`src/clkgen_cfg_pkg.sv`:
```
// constants for the clock generator configuration register group
package clkgen_cfg_pkg;
  // register byte offsets on the processor port
  localparam logic [15:0] TRIM_ADDR_FIRST = 16'h000b; // most significant byte
  localparam logic [15:0] TRIM_ADDR_LAST = 16'h000e; // least significant byte
  localparam logic [15:0] RST_FLAG_ADDR = 16'h0018;
  localparam logic [15:0] STRAP_ADDR_HI = 16'h0019;
  localparam logic [15:0] STRAP_ADDR_LO = 16'h001a;
  localparam logic [15:0] RX_CTRL_ADDR = 16'h0021;
  // reset values
  localparam logic [31:0] TRIM_RESET = 32'h0276_9140;
  localparam logic [7:0] RX_CTRL_RESET = 8'h00;
  localparam logic [4:0] STRAP_RESET = 5'h00;
  // field positions
  localparam int RST_FLAG_BIT = 0;
  localparam int HYST_OFF_BIT = 4;
  localparam int DC_BIAS_BIT = 3;
  localparam logic [7:0] RX_CTRL_MASK = 8'h18; // only bits 4 and 3 exist
  localparam int STRAP_W = 5;
  // strap pins pass four flops (three stages and the level); wait this many cycles before catching them
  localparam logic [2:0] STRAP_SETTLE = 3'h4;
  // nominal oscillator frequency, in MHz
  localparam int NOMINAL_MHZ = 12000;
endpackage

```
`src/clkgen_cfg_regs.sv`:
```
// configuration and status registers: oscillator trim, reset flag, strap capture, input receiver
// Contract
// - the 32-bit trim word is a two's complement fractional offset in steps of 2^-32.
// - one plus trim times 2^-32 equals the 12.0 GHz nominal over the actual oscillator rate.
// - any device reset clears the reset-detection flag in bit 0 of the reset status register.
// - pins 0 to 4 are caught at reset into bits 4:0 of a read-only capture, bits 15:5 reserved.
// - bit 4 of the receiver control disables the clock input receiver hysteresis.
// - bit 3 disables hysteresis and applies a DC bias so AC-coupled clocks can be used.
`timescale 1ns/10ps
`default_nettype none
module clkgen_cfg_regs (
  // clock, reset, enable
  input wire logic clk,
  input wire logic rst,
  input wire logic ce,
  // byte register port from the serial processor interface
  input wire logic [15:0] reg_addr,
  input wire logic [7:0] reg_wdata,
  input wire logic reg_wr,
  input wire logic reg_rd,
  output logic [7:0] reg_rdata,
  output logic reg_rvalid,
  // general-purpose pins sampled for the startup capture
  input wire logic [clkgen_cfg_pkg::STRAP_W-1:0] gpio_pin,
  // oscillator trim toward the synthesizer
  output logic signed [31:0] freq_trim,
  output logic freq_trim_negative,
  // external clock input receiver controls
  output logic hysteresis_disable,
  output logic dc_bias_enable,
  // captured strap levels
  output logic [clkgen_cfg_pkg::STRAP_W-1:0] strap_level,
  output logic strap_valid
);
  import clkgen_cfg_pkg::*;

  typedef struct packed {
    logic [31:0] trim;
    logic rst_flag;
    logic [7:0] rx_ctrl;
    logic [STRAP_W-1:0] strap;
    logic strap_done;
    logic [2:0] settle;
    logic [7:0] rdata;
    logic rvalid;
  } regs_t;

  regs_t q, next_q;
  logic [STRAP_W-1:0] pin_level;

  // byte lane of the trim word, lane 0 being the most significant byte
  function automatic logic [1:0] trim_lane(input logic [15:0] a);
    logic [15:0] d;
    d = a - TRIM_ADDR_FIRST;
    return d[1:0];
  endfunction

  // the four trim bytes sit at consecutive addresses
  function automatic logic in_trim(input logic [15:0] a);
    return (a >= TRIM_ADDR_FIRST) && (a <= TRIM_ADDR_LAST);
  endfunction

  // the strap pins are asynchronous, so they pass the three-stage filter first
  pin_sync #(
    .WIDTH(STRAP_W)
  ) u_strap_sync (
    .clk(clk),
    .rst(rst),
    .ce(ce),
    .pin(gpio_pin),
    .level(pin_level)
  );

  // register writes, read answers and the strap catch after reset release
  always_comb begin
    next_q = q;
    next_q.rvalid = 1'b0;
    // the synchroniser restarts with reset, so wait for it to refill before catching
    if (!q.strap_done) begin
      if (q.settle == STRAP_SETTLE) begin
        next_q.strap = pin_level;
        next_q.strap_done = 1'b1;
      end else begin
        next_q.settle = q.settle + 3'h1;
      end
    end
    if (reg_wr) begin
      // each trim byte is live at once; the host must tolerate a torn word mid-update
      if (in_trim(reg_addr)) begin
        case (trim_lane(reg_addr))
          2'h0: next_q.trim[31:24] = reg_wdata;
          2'h1: next_q.trim[23:16] = reg_wdata;
          2'h2: next_q.trim[15:8] = reg_wdata;
          default: next_q.trim[7:0] = reg_wdata;
        endcase
      end
      // a zero write cannot hide a reset that already happened
      if (reg_addr == RST_FLAG_ADDR && reg_wdata[RST_FLAG_BIT]) begin
        next_q.rst_flag = 1'b1;
      end
      if (reg_addr == RX_CTRL_ADDR) begin
        next_q.rx_ctrl = reg_wdata & RX_CTRL_MASK;
      end
    end
    if (reg_rd) begin
      next_q.rvalid = 1'b1;
      next_q.rdata = 8'h00; // unmapped and reserved read zero
      if (in_trim(reg_addr)) begin
        case (trim_lane(reg_addr))
          2'h0: next_q.rdata = q.trim[31:24];
          2'h1: next_q.rdata = q.trim[23:16];
          2'h2: next_q.rdata = q.trim[15:8];
          default: next_q.rdata = q.trim[7:0];
        endcase
      end else if (reg_addr == RST_FLAG_ADDR) begin
        next_q.rdata[RST_FLAG_BIT] = q.rst_flag;
      end else if (reg_addr == STRAP_ADDR_LO) begin
        next_q.rdata[STRAP_W-1:0] = q.strap;
      end else if (reg_addr == RX_CTRL_ADDR) begin
        next_q.rdata = q.rx_ctrl;
      end
    end
  end

  // one register stage for all state; reset clears the flag
  always_ff @(posedge clk) begin
    if (rst) begin
      q.trim <= TRIM_RESET;
      q.rst_flag <= 1'b0;
      q.rx_ctrl <= RX_CTRL_RESET;
      q.strap <= STRAP_RESET;
      q.strap_done <= 1'b0;
      q.settle <= 3'h0;
      q.rdata <= 8'h00;
      q.rvalid <= 1'b0;
    end else if (ce) begin
      // a low enable holds every field, a pending read answer included
      q <= next_q;
    end
  end

  // the trim leaves as a signed word; the synthesizer scales by 1 + trim * 2^-32
  assign freq_trim = $signed(q.trim);
  assign freq_trim_negative = q.trim[31];
  // bias mode also needs hysteresis off, so either bit turns it off
  assign hysteresis_disable = q.rx_ctrl[HYST_OFF_BIT] | q.rx_ctrl[DC_BIAS_BIT];
  assign dc_bias_enable = q.rx_ctrl[DC_BIAS_BIT];
  // captured straps and the read answer leave straight from their flops
  assign strap_level = q.strap;
  assign strap_valid = q.strap_done;
  assign reg_rdata = q.rdata;
  assign reg_rvalid = q.rvalid;

  // assertions
  // reset flag: reset clears it, only a written one sets it, and nothing else drops it
  a_flag_cleared: assert property (@(posedge clk) rst |=> !q.rst_flag)
    else $error("reset flag not cleared by reset");
  a_flag_holds: assert property (@(posedge clk) disable iff (rst)
    q.rst_flag |=> q.rst_flag)
    else $error("reset flag dropped without reset");
  a_flag_set: assert property (@(posedge clk) disable iff (rst)
    ce && reg_wr && reg_addr == RST_FLAG_ADDR && reg_wdata[RST_FLAG_BIT] |=> q.rst_flag)
    else $error("written one not held in reset flag");
  a_flag_upper: assert property (@(posedge clk) disable iff (rst)
    ce && reg_rd && reg_addr == RST_FLAG_ADDR |=> (reg_rdata >> (RST_FLAG_BIT + 1)) == 8'h00)
    else $error("reserved reset status bits read nonzero");
  // receiver controls: a written bit reaches its output next cycle, bias forces hysteresis off
  a_hyst_off: assert property (@(posedge clk) disable iff (rst)
    ce && reg_wr && reg_addr == RX_CTRL_ADDR && reg_wdata[HYST_OFF_BIT]
    |=> hysteresis_disable)
    else $error("hysteresis left on");
  a_bias_on: assert property (@(posedge clk) disable iff (rst)
    ce && reg_wr && reg_addr == RX_CTRL_ADDR
    |=> dc_bias_enable == $past(reg_wdata[DC_BIAS_BIT]))
    else $error("bias bit not applied");
  a_bias_hyst: assert property (@(posedge clk) disable iff (rst)
    dc_bias_enable |-> hysteresis_disable)
    else $error("bias mode left hysteresis on");
  a_reserved_zero: assert property (@(posedge clk) disable iff (rst)
    (q.rx_ctrl & ~RX_CTRL_MASK) == 8'h00)
    else $error("reserved receiver bit set");
  // strap capture: the catch lands five enabled cycles after release and then stays put
  a_strap_catch: assert property (@(posedge clk)
    rst ##1 (!rst && ce) [*5] |=> strap_valid)
    else $error("strap capture late");
  a_strap_stable: assert property (@(posedge clk) disable iff (rst)
    strap_valid |=> $stable(strap_level) && strap_valid)
    else $error("strap capture changed after reset");
  a_strap_upper: assert property (@(posedge clk) disable iff (rst)
    ce && reg_rd && reg_addr == STRAP_ADDR_HI |=> reg_rdata == 8'h00)
    else $error("reserved strap byte read nonzero");
  // trim word: reset value, and each end byte lands where the host put it
  a_trim_reset: assert property (@(posedge clk) rst |=> freq_trim == TRIM_RESET)
    else $error("trim not restored by reset");
  a_trim_write: assert property (@(posedge clk) disable iff (rst)
    ce && reg_wr && reg_addr == TRIM_ADDR_LAST |=> freq_trim[7:0] == $past(reg_wdata))
    else $error("trim low byte not written");
  a_trim_high: assert property (@(posedge clk) disable iff (rst)
    ce && reg_wr && reg_addr == TRIM_ADDR_FIRST
    |=> freq_trim[31:24] == $past(reg_wdata) && freq_trim_negative == $past(reg_wdata[7]))
    else $error("trim high byte or sign not written");
  // read answers and clock enable: one answer per taken read, and a low enable freezes trim, receiver control, reset flag and answer strobe
  a_read_answer: assert property (@(posedge clk) disable iff (rst)
    ce && reg_rd |=> reg_rvalid)
    else $error("read answer missing");
  a_answer_once: assert property (@(posedge clk) disable iff (rst)
    ce && !reg_rd |=> !reg_rvalid)
    else $error("read answer stretched");
  a_state_frozen: assert property (@(posedge clk) disable iff (rst)
    !ce |=> $stable(freq_trim) && $stable(q.rx_ctrl) && $stable(q.rst_flag)
    && $stable(reg_rvalid))
    else $error("state moved while clock enable low");

  // scenario covers
  c_flag_poll: cover property (@(posedge clk) q.rst_flag ##1 !q.rst_flag ##[1:40] reg_rvalid);
  c_bias_mode: cover property (@(posedge clk) dc_bias_enable && hysteresis_disable);
  c_trim_negative: cover property (@(posedge clk) freq_trim_negative);
  c_strap_seen: cover property (@(posedge clk) strap_valid && strap_level != 5'h00);
  c_write_frozen: cover property (@(posedge clk) !ce && reg_wr);
endmodule // clkgen_cfg_regs
`default_nettype wire

```
`src/pin_sync.sv`:
```
// three-stage pin synchroniser that passes a change once stages two and three agree
`timescale 1ns/10ps
`default_nettype none
module pin_sync #(
  parameter int WIDTH = 5
) (
  // clock, reset, enable
  input wire logic clk,
  input wire logic rst,
  input wire logic ce,
  // pins and filtered levels
  input wire logic [WIDTH-1:0] pin,
  output logic [WIDTH-1:0] level
);
  typedef struct packed {
    logic [WIDTH-1:0] s1;
    logic [WIDTH-1:0] s2;
    logic [WIDTH-1:0] s3;
    logic [WIDTH-1:0] lvl;
  } sync_t;

  sync_t q, next_q;

  // stage one is read only by stage two; each bit follows once two and three agree
  always_comb begin
    next_q = q;
    next_q.s1 = pin;
    next_q.s2 = q.s1;
    next_q.s3 = q.s2;
    for (int i = 0; i < WIDTH; i++) begin
      if (q.s2[i] == q.s3[i]) begin
        next_q.lvl[i] = q.s3[i];
      end
    end
  end

  always_ff @(posedge clk) begin
    if (rst) begin
      q <= '0;
    end else if (ce) begin
      q <= next_q;
    end
  end

  assign level = q.lvl;
endmodule // pin_sync
`default_nettype wire

```
`config.mk`:
```
export PLATFORM = sky130hd
export DESIGN_NAME = clkgen_cfg_regs
export DESIGN_NICKNAME = d
export VERILOG_FILES = /design/src/clkgen_cfg_pkg.sv /design/src/clkgen_cfg_regs.sv /design/src/pin_sync.sv
export SDC_FILE = /design/constraint.sdc
export NUM_CORES = 1
export LEC_CHECK = 0
export BUFFER_PORTS_ARGS = -buffer_cell sky130_fd_sc_hd__buf_2
export CELL_PAD_IN_SITES_DETAIL_PLACEMENT = 0
export CELL_PAD_IN_SITES_GLOBAL_PLACEMENT = 1
export CORE_ASPECT_RATIO = 2
export CORE_MARGIN = 8
export CORE_UTILIZATION = 40
export DETAILED_ROUTE_END_ITERATION = 10
export PLACE_DENSITY = 0.81
export SYNTH_ARGS = -nofsm -noshare
export SYNTH_HDL_FRONTEND = slang
export SYNTH_SLANG_ARGS = --single-unit
export TNS_END_PERCENT = 5
```
`constraint.sdc`:
```
create_clock -name clk -period 5.4 [get_ports clk]
set_clock_uncertainty 0.2 [all_clocks]
set_input_delay 0.27 -clock clk [delete_from_list [all_inputs] [get_ports clk]]
set_output_delay 0.27 -clock clk [all_outputs]
set_load 0.05 [all_outputs]
```
* Word level (Yosys, flattened, before mapping)
Index checks and enable logic that the tools add are counted.
** Word-level totals
- Register bits :: 73
- Input port bits :: 34
- Output and inout bits :: 50
- Logic and storage cells :: 66
** Operators by class
- Add/sub/neg operators :: 2
- Magnitude comparators :: 2
- Equality and inequality tests :: 11
- Muxes and demuxes :: 10
- Bitwise operators :: 4
- Reduce and logical (&&, ||, !) cells :: 18
** Operators with widths (count)
- == test 16 x 5 -> 1 bit, second input constant :: 2
- case mux 8 bit (3 select lines) :: 1
- == test 16 x 6 -> 1 bit, second input constant :: 1
- >= comparator 16 x 4 -> 1 bit, second input constant :: 1
- less-or-equal comparator 16 x 4 -> 1 bit, second input constant :: 1
- AND reduction 4 bit :: 4
- AND reduction 2 bit :: 6
- AND reduction 3 bit :: 4
- two-way mux 5 bit :: 2
- two-way mux 8 bit :: 1
- two-way mux 7 bit :: 1
- == test 1 bit :: 5
- two-way mux 4 bit :: 1
- adder 3 x 1 -> 3 bit, second input constant :: 1
- == test 3 bit, second input constant :: 1
- two-way mux 1 bit :: 3
- two-way mux 3 bit :: 1
- inverter 1 bit :: 3
- OR reduction 3 bit :: 1
- == test 2 x 1 -> 1 bit, second input constant :: 1
- == test 2 bit, second input constant :: 1
- logical AND 1 bit :: 2
- zero test 2 bit :: 1
- subtractor 2 bit, second input constant :: 1
- OR 1 bit :: 1

* Logic depth before layout (Yosys ltp)
- Depth in word-level cells :: 5
- Mapped depth :: 7

* Cells and area by module
Synthesis repeated with hierarchy kept, for this count alone.
** Second synthesis, totals
- Cell total of the unflattened synthesis :: 420
- Area, all modules :: 3846.2 µm²
** By module, submodules not included
- clkgen_cfg_regs :: times used 1, cells an instance 335, area an instance 2935.3 µm², sequential area each 1061.0 µm²
- pin_sync :: times used 1, cells an instance 85, area an instance 910.9 µm², sequential area each 400.4 µm²

* Least setup slack after synthesis
OpenSTA, ideal clock, no wires.
- Kind :: input to register
- Start :: input reg_addr[11]
- End :: register q (netlist bit freq_trim[17])
- Setup time :: 0.120 ns
- Arrival time :: 1.862 ns
- Slack :: 3.219 ns
- Stages :: 6
- Path buffers :: 2
- Cell sequence :: or4_4 buf_6 or3_4 nand3b_4 buf_6 a211o_1
** On the way
- Cells in the longest elaborated chain, start to end :: 3
** Ends and longest elaborated chain
- from (decl) :: line clkgen_cfg_regs.sv:17 : input wire logic [15:0] reg_addr,
- >= comparator 16 x 4 -> 1 bit / less-or-equal comparator 16 x 4 -> 1 bit (equally long branches) :: line clkgen_cfg_regs.sv:60 : return (a >= TRIM_ADDR_FIRST) && (a <= TRIM_ADDR_LAST);
- logical AND 1 bit (*) :: line clkgen_cfg_regs.sv:60
- AND reduction 4 bit (no source line) (*)
- to (signal assigned) :: line clkgen_cfg_regs.sv:138 : q <= next_q;
- to (decl) :: line clkgen_cfg_regs.sv:48 : regs_t q, next_q;
Mark *: on every way between the ends. The rest lies on a longest branch, timed or not.
A chain may end at the register's enable or synchronous reset.

* Final worst setup path
- Start :: input reg_addr[15]
- End :: register q (netlist bit freq_trim[8])
The elaborated chain is that of the path after synthesis.

==> flow_metrics.py <==
metrics = {
    "status": {
        "status": "finished clean",
    },
    "power": {
        "p_sw_uw": 264,
        "irDropWorstVdd_v": 0.000205,
        "pwr-share-clk_pct": 45.5,
        "power.density_mw_per_mm2": 296,
        "p_comb_share_pct": 7.6,
        "p_total_mw": 1.18,
        "intPower_uw": 913,
        "seqPwrFrac_pct": 46.9,
        "switching_share_pct": 22.4,
        "p_leak_nw": 1.90,
    },
    "die": {
        "die_w_um": 82.6,
        "io_pins": 84,
        "rows": 48,
        "die_area_mm2": 0.0123,
        "start_util_pct": 41.1,
        "coreArea_mm2": 0.00865,
        "die-height_um": 149,
    },
    "timing": {
        "setup_violations": 0,
        "tightest_slew_ns": 0.752,
        "relSlewSlack_pct": 49.9,
        "slew_violations": 0,
        "fin_crit_sh_pct": 42.3,
        "period_needed_ns": 2.28,
        "rsz0062_at_grt": "no",
        "clock.fmax_mhz": 438,
        "timing.hold.ws_ns": 0.0213,
        "hold_viol": 0,
        "setup_tns_ns": 0,
    },
    "detailed_routing": {
        "vias": 2631,
        "avgViaCountPerCell": 5.18,
        "drc": 0,
        "wire_per_inst_um": 16.9,
        "met3_length_um": 314,
        "route.met2.wl_um": 4600,
        "top_layer": "met4",
        "antenna_left": 0,
        "wl_met1_um": 3460,
        "drt_first_pass_iters": 4,
        "drt_iter0_drc": 118,
        "routed_wirelength_um": 8610,
    },
    "synthesis": {
        "yosysTopAreaCell": "dfxtp_1",
        "ys_ff_latch": 73,
        "synthCells": 368,
        "ys_top_cells_by_area": "dfxtp_1 (41%), mux2i_1 (13%), buf_4 (11%)",
        "ys_warn_count": 0,
        "netlist_area_mm2": 0.00355,
        "synth_top_family_by_area": "multiplexers",
        "synth_xor_area_share_pct": 0.740,
        "synth_area_per_cell_um2": 9.65,
        "synth_compound_area_share_pct": 8.60,
        "synthAdderAreaFrac_pct": 0.705,
        "synthMuxAreaShare_pct": 17.8,
        "yosysUniqueCellTypes": 45,
        "yosys.area.top_type_share_pct": 41.2,
        "yosys.area_share.simple_pct": 17.5,
        "synth_fp_nets": 404,
        "ys_seq_area_share_pct": 41.2,
    },
    "clock_tree": {
        "hold_buffers": 6,
        "clock_latency_ns": 0.33,
        "htreeDepth": 3,
        "cts_buffers": 9,
        "cts.clk_slew.worst_paths_ns": 0.05,
        "cts_resized": 0,
        "clockBufferDepth": 2,
        "clock_sinks": 73,
        "cts_tree": "yes",
        "cts_setup_buffers": 0,
        "cts_root_buffer": "clkbuf_16",
    },
    "flow_run": {
        "cap_violations": 0,
    },
    "worst_hold_path": {
        "whs_path_depth": 3,
        "hold_end": "freq_trim[14]",
        "holdCritStartpoint": "reg_wdata[6]",
        "hold_class": "input pin to flip-flop",
    },
    "placement": {
        "io_buffer_count": 83,
        "hpwl_um": 6440,
        "place_congestion": 0.806,
    },
    "critical_path": {
        "cp.required_ns": 5.42,
        "crit_type": "input pin to flip-flop",
        "end_kind": "flip-flop",
        "worst_r2r_path_depth": 5,
        "r2r_end": "strap_level[3]",
        "cp-start-kind": "input pin",
        "rr_startpoint": "q[9]",
        "cpLargestDelayFamily": "simple AND/OR/NAND/NOR gates",
        "cp_num_buf_inv": 1,
        "arrival_ns": 2.30,
        "cp_slowest_cell": "or4_1",
        "crit_path_max_fanout": 11,
        "cp_slowest_stage_delay_ns": 0.75,
        "reg2reg_setup_slack_ns": 3.84,
        "cp.depth": 6,
        "path_cells": "buf_2 > or4_1 > nor4_4 > and2_1 > nor2b_1 > a211o_1",
    },
    "global_routing": {
        "grt_pass1_wl_um": 13600,
        "overflow": 0,
        "grt_start_max_net_pins": 74,
        "antenna_found_initial": 0,
        "grt_pass1_vias": 2592,
        "gr-usage-all-layers_pct": 14.5,
    },
    "layout": {
        "nNetsFinal": 441,
        "synthToLayoutAreaGrowth_pct": 11.9,
        "drive_above_1_share_pct": 27.9,
        "fin_util_pct": 45.9,
        "antennaDiodeCount": 0,
        "fill_cells": 879,
    },
}
[power by group through the flow]
| stage | clock network, mW | registers (mW) | logic [mW] |
|---|---|---|---|
| floorplan | 0 | 0.564 | 0.0608 |
| global placement | 0 | 0.564 | 0.0852 |
| detailed placement | 0 | 0.564 | 0.0869 |
| CTS | 0.548 | 0.552 | 0.0907 |
| global route | 0.570 | 0.553 | 0.0976 |
| finish | 0.536 | 0.552 | 0.0892 |
[registers in the layout, indices dropped and copies added, names as in the netlist]
| register | flops |
|---|---|
| dc_bias_enable | 1 |
| freq_trim | 32 |
| q | 5 |
| reg_rdata | 8 |
| reg_rvalid | 1 |
| strap_level | 5 |
| strap_valid | 1 |
| u_strap_sync.level | 5 |
| u_strap_sync.next_q | 10 |
| u_strap_sync.q | 5 |
[metal layers]
metal,GRT usage [%],up-vias
li1,-,1297
met1,15.6,1259
met2,24.6,61
met3,3.32,14
met4,8.17,0
met5,0,-
[cell families after synthesis]
group,Yosys count
buffers and inverters,72
xor gates and xnor gates,3
AOI/OAI and AO/OA,45
DFF,73
adders and majority gates,2
muxes,53
and+or+nand+nor,120
[metrics by stage]
step	setup slack [ns]	std cells	area (µm²)
after floorplan	3.22	368	3550
after global placement	2.81	488	3650
after detailed placement	2.76	488	3650
after CTS	3.10	508	3970
after global routing	2.98	508	3970
final	3.12	508	3970
[worst register-to-register path, cell delays in order, from the launching register on]
cell,delay [ns]
dfxtp_1,0.33
inv_1,0.07
ha_1,0.22
nand3_1,0.31
mux2i_1,0.24
nor2_1,0.05
[cells in the final DEF, fill, tap and decap left out, types with 2 or more instances in the layout]
cell type / netlist / layout
nor2_1: 61 / 61
xor2_1: 2 / 2
clkbuf_8: 0 / 2
a211oi_2: 2 / 2
inv_1: 8 / 8
a21oi_1: 16 / 16
or4_1: 2 / 2
clkbuf_1: 8 / 3
mux4_2: 8 / 8
buf_2: 1 / 83
a211o_1: 10 / 10
ha_1: 2 / 2
dlygate4sd3_1: 0 / 6
dfxtp_1: 73 / 73
a31oi_1: 3 / 3
o21bai_1: 2 / 2
nor4_1: 4 / 4
nor2b_1: 5 / 5
mux2i_1: 45 / 45
nor3_1: 2 / 2
and2_1: 2 / 2
o21ai_0: 5 / 5
clkbuf_16: 0 / 9
nand3_1: 8 / 8
nand2_1: 20 / 20
a21o_1: 6 / 6
[cell type report]
class | instances | area (µm²) | area share (%)
clock buffers | 14 | 264 | 6.64
flip-flops and latches | 73 | 1460 | 36.8
inverters | 8 | 30.0 | 0.756
multi-input cells | 223 | 1610 | 40.5
well taps | 100 | 125 | 3.15
repair buffers | 90 | 483 | 12.2
[worst max path at each step]
| stage | startpoint | endpoint | slack, ns |
|---|---|---|---|
| after floorplan | reg_addr[11] | freq_trim[17] | 3.22 |
| after CTS | reg_addr[15] | freq_trim[8] | 3.10 |
| after global placement | reg_addr[15] | freq_trim[12] | 2.81 |
| final | reg_addr[15] | freq_trim[8] | 3.12 |
| after detailed placement | reg_addr[15] | freq_trim[8] | 2.76 |
| after global routing | reg_addr[15] | freq_trim[8] | 2.98 |
[cells in the mapped netlist (all sizes together)]
cell and n:
dfxtp 73, nor2 61, buf 55, mux2i 45, nand2 21, a21oi 16, a211o 10, clkbuf 8
inv 8, mux4 8, nand3 8, a21o 6, nor2b 5, nor4 5, o21ai 5, a31oi 3
nor3 3, or4 3, a211oi 2, and2 2, ha 2, nand3b 2, nor3b 2, o21bai 2
or4b 2, xor2 2, and3 1, and4 1, dlygate4sd1 1, nor4b 1, o41ai 1, or2 1
or3 1, or4bb 1, xnor2 1
Power figures use the tool's default switching activity.
